**src/verilog/rxq_filter_pkg.sv**
```systemverilog
// Constants shared by the receive filter and flow-control register group.
package rxq_filter_pkg;

   // ==========================================================
   // Host bus geometry and field widths
   localparam int ADDR_W = 11;
   localparam int DATA_W = 16;
   localparam int WM_W   = 12;
   localparam int CNT_W  = 8;
   localparam int DA_W   = 48;
   localparam int HASH_W = 6;

   // ==========================================================
   // Register byte offsets
   localparam logic [ADDR_W-1:0] OFF_HASH_WORD2   = 11'h1A4;
   localparam logic [ADDR_W-1:0] OFF_HASH_WORD3   = 11'h1A6;
   localparam logic [ADDR_W-1:0] OFF_LOW_WM       = 11'h1B0;
   localparam logic [ADDR_W-1:0] OFF_HIGH_WM      = 11'h1B2;
   localparam logic [ADDR_W-1:0] OFF_OVERRUN_WM   = 11'h1B4;
   localparam logic [ADDR_W-1:0] OFF_FRAME_COUNT  = 11'h1B8;
   localparam logic [ADDR_W-1:0] OFF_ANALOG_ONE   = 11'h748;
   localparam logic [ADDR_W-1:0] OFF_ANALOG_THREE = 11'h74C;

   // ==========================================================
   // Reset values
   localparam logic [DATA_W-1:0] RST_HASH       = 16'h0000;
   localparam logic [WM_W-1:0]   RST_LOW_WM     = 12'h600;
   localparam logic [WM_W-1:0]   RST_HIGH_WM    = 12'h400;
   localparam logic [WM_W-1:0]   RST_OVERRUN_WM = 12'h040;
   localparam logic [CNT_W-1:0]  RST_COUNT      = 8'h00;

   // ==========================================================
   // Field positions
   localparam int COUNT_LSB       = 8;
   localparam int REG_DISABLE_BIT = 7;
   localparam int PULSE_MASK_BIT  = 15;
   localparam int BIAS_REDUCE_BIT = 3;

   // ==========================================================
   // Hash computation
   localparam logic [31:0] CRC_POLY = 32'h04C11DB7;
   localparam logic [31:0] CRC_INIT = 32'hFFFFFFFF;

endpackage

```
**src/verilog/hash_if.sv**
```systemverilog
// Carrier between the filter register bank and its hash calculator.
`timescale 1ns/10ps
interface hash_if;
   logic                                 da_valid;
   logic [rxq_filter_pkg::DA_W-1:0]      da;
   logic                                 idx_valid;
   logic [rxq_filter_pkg::HASH_W-1:0]    idx;

   modport calc (
      input  da_valid,
      input  da,
      output idx_valid,
      output idx
   );
   modport user (
      output da_valid,
      output da,
      input  idx_valid,
      input  idx
   );
endinterface

```
**src/verilog/mcast_hash_calc.sv**
```systemverilog
// Destination-address CRC hash: six index bits, one cycle after the address.
`timescale 1ns/10ps
module mcast_hash_calc (
   // Clock and reset
   input  logic   clk_i,
   input  logic   rst_i,
   // Address in, index out
   hash_if.calc   h
);

   // ==========================================================
   // CRC over the address, first byte first, each byte LSB first
   function automatic logic [31:0] crc_of(
      input logic [rxq_filter_pkg::DA_W-1:0] da);
      logic [31:0] crc;
      logic        fb;
      int          k;
      int          j;
      crc = rxq_filter_pkg::CRC_INIT;
      for (k = 0; k < 6; k++) begin
         for (j = 0; j < 8; j++) begin
            fb  = crc[31] ^ da[40 - 8*k + j];
            crc = {crc[30:0], 1'b0} ^ (fb ? rxq_filter_pkg::CRC_POLY
                                          : 32'h00000000);
         end
      end
      return crc;
   endfunction

   wire [31:0] crc_w = crc_of(h.da);

   // ==========================================================
   // Registered index
   // top six bits
   always_ff @(posedge clk_i or posedge rst_i) begin
      if (rst_i) begin
         h.idx_valid <= 1'b0;
         h.idx       <= 6'h00;
      end else begin
         h.idx_valid <= h.da_valid;
         h.idx       <= crc_w[31:26];
      end
   end

   a_hash_latency: assert property (
      @(posedge clk_i) disable iff (rst_i)
      h.da_valid |=> h.idx_valid && h.idx == $past(crc_w[31:26]))
      else $error("hash index not produced one cycle after address");

endmodule

```
**src/verilog/rx_queue_filter_flow_regs.sv**
```systemverilog
// Receive multicast hash filter, flow-control watermarks and analog bits.
//
// How it works
// - Frame whose hash table bit is one is accepted unfiltered.
// - Frame whose hash table bit is zero is discarded unless receive-all and multicast filtering are both set.
// - Index is top six CRC bits of address; two pick word, four pick bit.
// - Receive-all plus multicast filtering accepts every multicast frame.
// - Twelve-bit low watermark in double words, resets to 0x600.
// - Twelve-bit high watermark in double words, resets to 0x400.
// - Twelve-bit overrun watermark in double words, resets to 0x040.
// - Upper byte shows queued frames, captured when host clears interrupt.
// - Regulator stays on while disable bit is zero; one turns it off.
`timescale 1ns/10ps
module rx_queue_filter_flow_regs (
   // Clock and reset
   input  logic                                clk_i,
   input  logic                                rst_i,
   // Host register port, synchronous to clk_i
   input  logic [rxq_filter_pkg::ADDR_W-1:0]   host_addr_i,
   input  logic                                host_wr_i,
   input  logic                                host_rd_i,
   input  logic [1:0]                          host_be_i,
   input  logic [rxq_filter_pkg::DATA_W-1:0]   host_wdata_i,
   output logic [rxq_filter_pkg::DATA_W-1:0]   host_rdata_o,
   // Lower hash words and receive control bits
   input  logic [rxq_filter_pkg::DATA_W-1:0]   hash_word0_i,
   input  logic [rxq_filter_pkg::DATA_W-1:0]   hash_word1_i,
   input  logic                                recv_all_i,
   input  logic                                mcast_addr_filter_i,
   // Multicast frame to be judged
   input  logic                                mcast_valid_i,
   input  logic [rxq_filter_pkg::DA_W-1:0]     mcast_da_i,
   output logic                                accept_o,
   output logic                                discard_o,
   // Receive queue status
   input  logic [rxq_filter_pkg::CNT_W-1:0]    queue_frames_i,
   input  logic                                rx_int_clear_i,
   // Flow-control watermarks
   output logic [rxq_filter_pkg::WM_W-1:0]     low_watermark_o,
   output logic [rxq_filter_pkg::WM_W-1:0]     high_watermark_o,
   output logic [rxq_filter_pkg::WM_W-1:0]     overrun_watermark_o,
   // Analog controls
   output logic                                regulator_disable_o,
   output logic                                diag_pulse_mask_o,
   output logic                                diag_rx_bias_reduce_o
);

   // ==========================================================
   // Address decode
   wire hit_hash2   = host_addr_i == rxq_filter_pkg::OFF_HASH_WORD2;
   wire hit_hash3   = host_addr_i == rxq_filter_pkg::OFF_HASH_WORD3;
   wire hit_low     = host_addr_i == rxq_filter_pkg::OFF_LOW_WM;
   wire hit_high    = host_addr_i == rxq_filter_pkg::OFF_HIGH_WM;
   wire hit_overrun = host_addr_i == rxq_filter_pkg::OFF_OVERRUN_WM;
   wire hit_count   = host_addr_i == rxq_filter_pkg::OFF_FRAME_COUNT;
   wire hit_ana1    = host_addr_i == rxq_filter_pkg::OFF_ANALOG_ONE;
   wire hit_ana3    = host_addr_i == rxq_filter_pkg::OFF_ANALOG_THREE;
   wire hit_any     = hit_hash2 | hit_hash3 | hit_low | hit_high
                    | hit_overrun | hit_count | hit_ana1 | hit_ana3;

   // ==========================================================
   // Storage
   logic [15:0] hash2_q;
   logic [15:0] hash3_q;
   logic [11:0] low_q;
   logic [11:0] high_q;
   logic [11:0] overrun_q;
   logic [7:0]  count_q;
   logic        reg_off_q;
   logic        pulse_mask_q;
   logic        bias_reduce_q;
   logic [15:0] rdata_q;

   // Byte-lane merge; a lane not enabled keeps its old value.
   wire [15:0] lane_mask = {{8{host_be_i[1]}}, {8{host_be_i[0]}}};
   wire [15:0] hash2_d   = (hash2_q & ~lane_mask)
                         | (host_wdata_i & lane_mask);
   wire [15:0] hash3_d   = (hash3_q & ~lane_mask)
                         | (host_wdata_i & lane_mask);
   wire [15:0] low_d     = ({4'h0, low_q} & ~lane_mask)
                         | (host_wdata_i & lane_mask);
   wire [15:0] high_d    = ({4'h0, high_q} & ~lane_mask)
                         | (host_wdata_i & lane_mask);
   wire [15:0] overrun_d = ({4'h0, overrun_q} & ~lane_mask)
                         | (host_wdata_i & lane_mask);

   wire wr_hash2   = host_wr_i & hit_hash2;
   wire wr_hash3   = host_wr_i & hit_hash3;
   wire wr_low     = host_wr_i & hit_low;
   wire wr_high    = host_wr_i & hit_high;
   wire wr_overrun = host_wr_i & hit_overrun;
   wire wr_ana1_lo = host_wr_i & hit_ana1 & host_be_i[0];
   wire wr_ana3_lo = host_wr_i & hit_ana3 & host_be_i[0];
   wire wr_ana3_hi = host_wr_i & hit_ana3 & host_be_i[1];

   // ==========================================================
   // Hash table words
   always_ff @(posedge clk_i or posedge rst_i) begin
      if (rst_i) begin
         hash2_q <= rxq_filter_pkg::RST_HASH;
         hash3_q <= rxq_filter_pkg::RST_HASH;
      end else begin
         if (wr_hash2) begin
            hash2_q <= hash2_d;
         end
         if (wr_hash3) begin
            hash3_q <= hash3_d;
         end
      end
   end

   // ==========================================================
   // Watermarks; the upper nibble is reserved and never stored.
   // watermark storage
   always_ff @(posedge clk_i or posedge rst_i) begin
      if (rst_i) begin
         low_q     <= rxq_filter_pkg::RST_LOW_WM;
         high_q    <= rxq_filter_pkg::RST_HIGH_WM;
         overrun_q <= rxq_filter_pkg::RST_OVERRUN_WM;
      end else begin
         if (wr_low) begin
            low_q <= low_d[11:0];
         end
         if (wr_high) begin
            high_q <= high_d[11:0];
         end
         if (wr_overrun) begin
            overrun_q <= overrun_d[11:0];
         end
      end
   end

   // ==========================================================
   // Frame count
   // capture on interrupt clear
   always_ff @(posedge clk_i or posedge rst_i) begin
      if (rst_i) begin
         count_q <= rxq_filter_pkg::RST_COUNT;
      end else if (rx_int_clear_i) begin
         count_q <= queue_frames_i;
      end
   end

   // ==========================================================
   // Analog controls
   // regulator off bit and the two diagnostic bits
   always_ff @(posedge clk_i or posedge rst_i) begin
      if (rst_i) begin
         reg_off_q     <= 1'b0;
         pulse_mask_q  <= 1'b0;
         bias_reduce_q <= 1'b0;
      end else begin
         if (wr_ana1_lo) begin
            reg_off_q <= host_wdata_i[rxq_filter_pkg::REG_DISABLE_BIT];
         end
         if (wr_ana3_hi) begin
            pulse_mask_q <= host_wdata_i[rxq_filter_pkg::PULSE_MASK_BIT];
         end
         if (wr_ana3_lo) begin
            bias_reduce_q <= host_wdata_i[rxq_filter_pkg::BIAS_REDUCE_BIT];
         end
      end
   end

   // ==========================================================
   // Read path
   // reserved space reads zero
   wire [15:0] rd_mux =
        hit_hash2   ? hash2_q
      : hit_hash3   ? hash3_q
      : hit_low     ? {4'h0, low_q}
      : hit_high    ? {4'h0, high_q}
      : hit_overrun ? {4'h0, overrun_q}
      : hit_count   ? {count_q, 8'h00}
      : hit_ana1    ? {8'h00, reg_off_q, 7'h00}
      : hit_ana3    ? {pulse_mask_q, 11'h000, bias_reduce_q, 3'h0}
      :               16'h0000;

   always_ff @(posedge clk_i or posedge rst_i) begin
      if (rst_i) begin
         rdata_q <= 16'h0000;
      end else if (host_rd_i) begin
         rdata_q <= rd_mux;
      end
   end

   // ==========================================================
   // Multicast filter
   hash_if hif ();

   assign hif.da_valid = mcast_valid_i;
   assign hif.da       = mcast_da_i;

   mcast_hash_calc u_hash (
      .clk_i (clk_i),
      .rst_i (rst_i),
      .h     (hif.calc)
   );

   wire [63:0] table_w  = {hash3_q, hash2_q, hash_word1_i, hash_word0_i};
   wire        hash_bit = table_w[hif.idx];
   wire        pass_all = recv_all_i & mcast_addr_filter_i;

   logic accept_q;
   logic discard_q;

   always_ff @(posedge clk_i or posedge rst_i) begin
      if (rst_i) begin
         accept_q  <= 1'b0;
         discard_q <= 1'b0;
      end else begin
         accept_q  <= hif.idx_valid & (pass_all | hash_bit);
         discard_q <= hif.idx_valid & ~pass_all & ~hash_bit;
      end
   end

   // ==========================================================
   // Outputs
   assign host_rdata_o          = rdata_q;
   assign accept_o              = accept_q;
   assign discard_o             = discard_q;
   assign low_watermark_o       = low_q;
   assign high_watermark_o      = high_q;
   assign overrun_watermark_o   = overrun_q;
   assign regulator_disable_o   = reg_off_q;
   assign diag_pulse_mask_o     = pulse_mask_q;
   assign diag_rx_bias_reduce_o = bias_reduce_q;

   // ==========================================================
   // Checks
   a_accept_on_hash: assert property (
      @(posedge clk_i) disable iff (rst_i)
      hif.idx_valid && hash_bit |=> accept_o && !discard_o)
      else $error("set hash bit did not accept the frame");

   a_discard_on_hash: assert property (
      @(posedge clk_i) disable iff (rst_i)
      hif.idx_valid && !hash_bit && !pass_all |=> discard_o && !accept_o)
      else $error("clear hash bit did not discard the frame");

   a_decision_latency: assert property (
      @(posedge clk_i) disable iff (rst_i)
      mcast_valid_i |-> ##2 (accept_o ^ discard_o))
      else $error("no single decision two cycles after frame");

   a_pass_all_mode: assert property (
      @(posedge clk_i) disable iff (rst_i)
      hif.idx_valid && recv_all_i && mcast_addr_filter_i |=> accept_o)
      else $error("receive-all mode dropped a multicast frame");

   a_low_write: assert property (
      @(posedge clk_i) disable iff (rst_i)
      host_wr_i && hit_low && host_be_i == 2'b11
      |=> low_watermark_o == $past(host_wdata_i[11:0]))
      else $error("low watermark write lost");

   a_high_write: assert property (
      @(posedge clk_i) disable iff (rst_i)
      host_wr_i && hit_high && host_be_i == 2'b11
      |=> high_watermark_o == $past(host_wdata_i[11:0]))
      else $error("high watermark write lost");

   a_overrun_write: assert property (
      @(posedge clk_i) disable iff (rst_i)
      host_wr_i && hit_overrun && host_be_i == 2'b11
      |=> overrun_watermark_o == $past(host_wdata_i[11:0]))
      else $error("overrun watermark write lost");

   a_count_capture: assert property (
      @(posedge clk_i) disable iff (rst_i)
      rx_int_clear_i ##1 (host_rd_i && hit_count && !rx_int_clear_i)
      |=> host_rdata_o == {$past(queue_frames_i, 2), 8'h00})
      else $error("frame count not captured at interrupt clear");

   a_regulator_ctl: assert property (
      @(posedge clk_i) disable iff (rst_i)
      wr_ana1_lo |=> regulator_disable_o == $past(host_wdata_i[7]))
      else $error("regulator disable bit not applied");

   a_reserved_zero: assert property (
      @(posedge clk_i) disable iff (rst_i)
      host_rd_i && !hit_any |=> host_rdata_o == 16'h0000)
      else $error("reserved address read not zero");

   a_reserved_write: assert property (
      @(posedge clk_i) disable iff (rst_i)
      host_wr_i && !hit_any
      |=> $stable({hash2_q, hash3_q, low_q, high_q, overrun_q, reg_off_q}))
      else $error("write to reserved address changed a register");

   a_count_hold: assert property (
      @(posedge clk_i) disable iff (rst_i)
      !rx_int_clear_i |=> count_q == $past(count_q))
      else $error("frame count changed without interrupt clear");

   a_count_read: assert property (
      @(posedge clk_i) disable iff (rst_i)
      host_rd_i && hit_count |=> host_rdata_o == {$past(count_q), 8'h00})
      else $error("frame count read returned wrong value");

endmodule

```
**config.mk**
```make
export PLATFORM = sky130hd
export DESIGN_NAME = rx_queue_filter_flow_regs
export DESIGN_NICKNAME = d
export VERILOG_FILES = /design/src/verilog/rxq_filter_pkg.sv /design/src/verilog/hash_if.sv /design/src/verilog/mcast_hash_calc.sv /design/src/verilog/rx_queue_filter_flow_regs.sv
export SDC_FILE = /design/constraint.sdc
export NUM_CORES = 1
export LEC_CHECK = 0
export ABC_CLOCK_PERIOD_IN_PS = 3700
export BUFFER_PORTS_ARGS = -buffer_cell sky130_fd_sc_hd__buf_4
export CAP_MARGIN = 10
export CORE_ASPECT_RATIO = 2
export CORE_MARGIN = 2
export CORE_UTILIZATION = 50
export DETAILED_ROUTE_END_ITERATION = 10
export PLACE_DENSITY = 0.72
export SYNTH_ARGS = -nofsm -noshare
export SYNTH_HDL_FRONTEND = slang
export SYNTH_HIERARCHICAL = 1
export SYNTH_SLANG_ARGS = --single-unit
```
**constraint.sdc**
```tcl
create_clock -name clk_i -period 3.7 [get_ports clk_i]
set_input_delay 0.185 -clock clk_i [delete_from_list [all_inputs] [get_ports clk_i]]
set_output_delay 0.185 -clock clk_i [all_outputs]
set_load 0.005 [all_outputs]
```
Word level (Yosys, flattened, before mapping)
Index checks and enable logic that the tools add are counted.
{"block": "op_classes", "n_addsub": 0, "mul": 0, "n_div": 0, "magnitude_cmp": 1, "eq_ne": 8, "shift": 0, "n_mux": 58, "n_bitwise": 124, "reduce_logical": 0}
{"op": "$xor A32 B32 Y32", "n": 47}
{"op": "$mux W27", "n": 48}
{"op": "$mux W16", "n": 8}
{"op": "$eq A11 B9 Y1 const B", "n": 6}
{"op": "$and A16 B16 Y16", "n": 3}
{"op": "$xor A1 B1 Y1", "n": 47}
{"op": "$and A12 B12 Y12", "n": 3}
{"op": "$or A12 B12 Y12", "n": 3}
{"op": "$or A16 B16 Y16", "n": 2}
{"op": "$not A31 Y31", "n": 1}
{"op": "$eq A11 B11 Y1 const B", "n": 2}
{"op": "$not A16 Y16", "n": 1}
{"op": "$and A1 B1 Y1", "n": 14}
{"op": "$lt A6 B7 Y1 const B", "n": 1}
{"op": "$bmux W1 S6", "n": 1}
{"op": "$not A1 Y1", "n": 2}
{"op": "$mux W1", "n": 1}
{"op": "$or A1 B1 Y1", "n": 1}
{"block": "totals", "regBits": 104, "latch_bits": 0, "ram_bits": 0, "romBits": 0, "out_inout_bits": 57, "word_cells": 205, "memories": 0}

Logic depth before layout (Yosys ltp)
{"block": "logic_depth", "depth_word": 143, "ltp_mapped": 8, "mapped_depth_nobuf": 7}

Modules after synthesis
The synthesis kept the hierarchy.
{"module": "rx_queue_filter_flow_regs", "instances": 1, "cells_per_inst": 399, "area_per_inst_um2": 5112.4, "seq_area_each_um2": 2432.3}
{"module": "mcast_hash_calc", "instances": 1, "cells_per_inst": 185, "area_per_inst_um2": 2417.3, "seq_area_each_um2": 175.2}

Worst setup path after synthesis
OpenSTA, ideal clock, no wires.
{"block": "synth_timing", "path_type": "in2reg", "from": "input port mcast_da_i[41] (netlist bit)", "to": "register u_hash.h.idx[3]", "setup_time_ns": 0.123, "arrival_ns": 2.745, "slack_ns": 0.832, "cell_stages": 8, "n_path_buf": 1, "path_cell_list": "buf_4 -> xnor2_2 -> xnor3_1 -> xor3_1 -> xnor3_1 -> xnor3_1 -> xnor3_2 -> xnor2_1"}
{"block": "synth_between", "elab_chain_len": 61, "word_cells_on_any_way": 97, "classes_between": "mux (25); bitwise (72)"}
{"item": "from (decl)", "line_no": "rx_queue_filter_flow_regs.sv:32", "rtl": "input logic [rxq_filter_pkg::DA_W-1:0] mcast_da_i,"}
{"item": "$xor A1 B1 Y1 *", "line_no": "mcast_hash_calc.sv:22", "rtl": "fb = crc[31] ^ da[40 - 8*k + j];"}
{"item": "$mux W27 *", "line_no": "mcast_hash_calc.sv:23", "rtl": "crc = {crc[30:0], 1'b0} ^ (fb ? rxq_filter_pkg::CRC_POLY"}
{"item": "$xor A32 B32 Y32 * (6 in a row)", "line_no": "mcast_hash_calc.sv:23"}
{"item": "$xor A1 B1 Y1 or $xor A32 B32 Y32 (tied branches)", "line_no": "mcast_hash_calc.sv:22, mcast_hash_calc.sv:23"}
{"item": "$mux W27 or $xor A32 B32 Y32 (tied branches)", "line_no": "mcast_hash_calc.sv:23"}
{"item": "$xor A32 B32 Y32 * (6 in a row)", "line_no": "mcast_hash_calc.sv:23"}
{"item": "$xor A1 B1 Y1 or $xor A32 B32 Y32 (tied branches)", "line_no": "mcast_hash_calc.sv:22, mcast_hash_calc.sv:23"}
{"item": "$mux W27 or $xor A32 B32 Y32 (tied branches)", "line_no": "mcast_hash_calc.sv:23"}
{"item": "[16 not listed]"}
{"item": "$xor A32 B32 Y32 * (6 in a row)", "line_no": "mcast_hash_calc.sv:23"}
{"item": "$xor A1 B1 Y1, or another cell as far along", "line_no": "mcast_hash_calc.sv:22"}
{"item": "$mux W27 or $xor A32 B32 Y32 (tied branches)", "line_no": "mcast_hash_calc.sv:23"}
{"item": "$xor A32 B32 Y32 * (9 in a row)", "line_no": "mcast_hash_calc.sv:23"}
{"item": "$xor A1 B1 Y1 or $xor A32 B32 Y32 (tied branches)", "line_no": "mcast_hash_calc.sv:22, mcast_hash_calc.sv:23"}
{"item": "$mux W27, or another cell as far along", "line_no": "mcast_hash_calc.sv:23"}
{"item": "$xor A32 B32 Y32 * (8 in a row)", "line_no": "mcast_hash_calc.sv:23"}
{"item": "net u_hash.crc_w[29]", "line_no": "mcast_hash_calc.sv:30", "rtl": "wire [31:0] crc_w = crc_of(h.da);"}
{"item": "to (signal assigned)", "line_no": "mcast_hash_calc.sv:41", "rtl": "h.idx <= crc_w[31:26];"}
{"item": "to (decl)", "line_no": "hash_if.sv:13", "rtl": "output idx"}
The timed path passes the listed nets; every way through them passes the cells marked *.
A chain may end at the register's enable or synchronous reset.

Final worst setup path
{"block": "layout_timing", "from": "input port mcast_da_i[41] (netlist bit)", "to": "register u_hash.h.idx[4]"}
{"block": "layout_between", "elab_chain_len": 63, "word_cells_on_any_way": 95, "classes_between": "mux (24); bitwise (71)"}
{"item": "$xor A1 B1 Y1 *", "line_no": "mcast_hash_calc.sv:22"}
{"item": "$mux W27 *", "line_no": "mcast_hash_calc.sv:23"}
{"item": "$xor A32 B32 Y32 * (6 in a row)", "line_no": "mcast_hash_calc.sv:23"}
{"item": "$xor A1 B1 Y1", "line_no": "mcast_hash_calc.sv:22"}
{"item": "$mux W27", "line_no": "mcast_hash_calc.sv:23"}
{"item": "$xor A32 B32 Y32 * (6 in a row)", "line_no": "mcast_hash_calc.sv:23"}
{"item": "$xor A1 B1 Y1", "line_no": "mcast_hash_calc.sv:22"}
{"item": "$mux W27", "line_no": "mcast_hash_calc.sv:23"}
{"item": "[24 not listed]"}
{"item": "$xor A32 B32 Y32 * (6 in a row)", "line_no": "mcast_hash_calc.sv:23"}
{"item": "$xor A1 B1 Y1", "line_no": "mcast_hash_calc.sv:22"}
{"item": "$mux W27", "line_no": "mcast_hash_calc.sv:23"}
{"item": "$xor A32 B32 Y32 * (6 in a row)", "line_no": "mcast_hash_calc.sv:23"}
{"item": "$xor A1 B1 Y1", "line_no": "mcast_hash_calc.sv:22"}
{"item": "$mux W27", "line_no": "mcast_hash_calc.sv:23"}
{"item": "$xor A32 B32 Y32 * (5 in a row)", "line_no": "mcast_hash_calc.sv:23"}
{"item": "net u_hash.crc_w[30]", "line_no": "mcast_hash_calc.sv:30"}
Marks and branches as above.

==> out/results.txt <==
Number of synthesized flops with an enable pin: 0
Hold Crit Start: queue_frames_i[6]
Sequential-to-total area share from yosys stat: 34.6%
Post-Layout Cell Count: 948
Critical-path cell list: buf_4 -> xor2_1 -> xnor3_1 -> xnor2_1 -> xnor2_1 -> xnor3_1 -> xnor3_1 -> xor2_1
Worst-path clk slew: 0.07 ns
CP dominant cell by count: xnor3_1
FILL cells: 1176
Distinct cells, synth: 70
Routed Antenna Nets: 0
Root Buffer: clkbuf_16
Post-CTS sizing: 0
Number of remaining DRC errors: 0
R2r setup slk: 1.10 ns
Lkg Pwr: 4.55 nW
Primary FF master, synth: dfrtp_1
Initial DRT Pass Iterations: 5
WL met2: 12.9 mm
Layout area overhead: 23.4%
Tcrit/Tclk final: 77.4%
Setup repair after global routing missed its margin: no
CP max stage delay: 0.59 ns
Hold crit path type: in2reg
Slew Limit Headroom: 37.0%
Global route overflow: 0
Mean Syn Cell Area: 12.9 um^2
Startpoint types: primary input
Synth top area cells: dfrtp_1 (33%), mux2_2 (12%), xnor3_1 (11%), xnor2_1 (10%), xor2_1 (2.7%)
CTS tree: done
Num rows: 63
Synth warnings: 6
Detailed Place HPWL: 17.6 mm
Core region area: 14700 um^2
Final Hold Viols: 0
Fin area: 9300 um^2
CTS Buffer Depth: 2
DRT iter0 DRCs: 364
Aggregate global-route resource usage: 26.6%
Sum Neg Setup Slack: 0 ns
Commonest non-fill, non-tap cell in the layout: buf_4
Commonest cells after routing, fill and taps aside: buf_4 (184), dfrtp_1 (100), xnor2_1 (89), mux2_2 (83), xnor3_1 (37)
Vias: 5415
Clk sinks: 104
Slew Viols, Final: 0
TritonCTS buffer count: 9
R2R cell count: 6
Starting utilization of the core area: 51.1%
Post-synth top area share: 33.2%
R2r endpoint: accept_o
Largest net degree at the start of global routing: 50
Global-route wire length before repair: 32.2 mm
Hold EP: count_q[6]
Finish-stage setup viols: 0
Layout Skew: 0.00480 ns
Post-place instance area: 8960 um^2
Port-buffer cells: 180
Routed vias/inst: 5.71
VDD IR-drop max: 0.000576 V
Antenna cells: 0
Sequential cell area: 2610 um^2
Metal-1 WL: 6.39 mm
Die Area: 16100 um^2
Post-Syn Area: 7530 um^2
Worst Path Max Fanout: 7
Run status: finished clean
Critical path class: in2reg
Share of layout cells above drive strength 1: 43.3%
Post-route minimum period: 2.86 ns
Max-Cap Viols: 0
Routed WL per cell: 22.5 um
Top Layer Used: met4
Die span in x: 90.8 um
Drt total wl: 21.3 mm
Skew-Pair Late Insertion Delay: 0.34 ns
Register bit total from synthesis: 104
CP Capture Type: flip-flop
Reg2reg start: u_hash/h.idx[0]
Layout Nets: 873
Post-synthesis net count: 709
Antenna violations before repair: 0
Power Density: 678 nW/um^2
Worst hold stages: 2
Die Y-Extent: 178 um
Final GP Congestion: 0.927
Post-synth top area cell: dfrtp_1
Post-Syn Instances: 584
Peak Freq: 349 MHz
Worst endpoint required time: 3.93 ns
Met3 wire len: 901 um
CTS H-tree depth: 3
I/O pins: 182
Worst Tran Pin Value: 0.936 ns
DP Cell Count: 930
CP max stage cell: xnor3_1
Asr flop ratio synth: 100%
CP arrival: 3.09 ns
Multi-input logic area: 4670 um^2
Vias in the first global route: 5819
Critical path launch point: mcast_da_i[41]
cells in the mapped netlist, drive strengths merged, types with 6 or more instances:
cell	number
o21ai	8
a31oi	7
a21oi	10
nand3	10
xor2	24
mux2	83
mux2i	8
nor2	29
a222oi	6
clkbuf	10
buf	23
inv	13
xor3	7
nand2	17
o22ai	6
xnor3	41
mux4	15
xnor2	93
a22o	10
dfrtp	100
worst max-delay path: cells and delay by family:
| family | cells | cell delay, ns |
|---|---|---|
| xor+xnor | 7 | 2.74 |
| buf+inv | 1 | 0.15 |
area by class of cell:
class,instances,share of cell area (%)
inverter,13,0.538
tap,195,2.62
clock inverter,4,0.552
timing repair buffer,186,15.1
multi-input combinational,434,50.3
sequential,104,28.1
clock buffer,12,2.87
per-layer routing:
metal,vias to the layer above,GRT usage (%)
li1,2444,-
met4,0,14.8
met5,-,0
met3,54,3.06
met2,244,55.3
met1,2673,23.8
worst max path at each step:
stage                                 end  depth (start not counted)  slack (ns)
after floorplan           u_hash/h.idx[3]                          8        0.83
after global placement    u_hash/h.idx[3]                          8        0.56
after detailed placement  u_hash/h.idx[4]                          8        0.50
after CTS                 u_hash/h.idx[4]                          8        0.88
after global routing      u_hash/h.idx[3]                          8        0.80
final                     u_hash/h.idx[4]                          8        0.84
through the flow:
step / util [%] / setup slack (ns) / hold slack [ns] / total power [mW]
finish: 63.1 / 0.837 / 0.0738 / 6.30
global route: 63.1 / 0.795 / 0.0675 / 6.64
CTS: 63.1 / 0.879 / 0.0656 / 6.34
detailed placement: 60.8 / 0.496 / 0.141 / 5.34
global placement: 60.8 / 0.564 / 0.140 / 5.21
floorplan: - / 0.832 / -0.0116 / 4.65
what timing repair did:
| item | 4_1_cts | 5_1_grt |
|---|---|---|
| endpoints found under the hold margin | 8 | 0 |
| hold buffers | 2 | 0 |
| setup buffers | 0 | 0 |
power breakdown:
group | switching [mW] | internal [mW] | leakage, nW
Clock | 0.403 | 0.580 | 0.155
Combinational | 1.51 | 2.36 | 3.02
Sequential | 0.163 | 1.28 | 1.38
cell families after synthesis:
group	synth area share [%]
DFF	34.6
and+or+nand+nor	7.49
xor gates and xnor gates	28.8
buffers and inverters	3.29
muxes	18.3
AOI/OAI and AO/OA	7.43
Note: power is estimated with default switching activity, not from simulation.
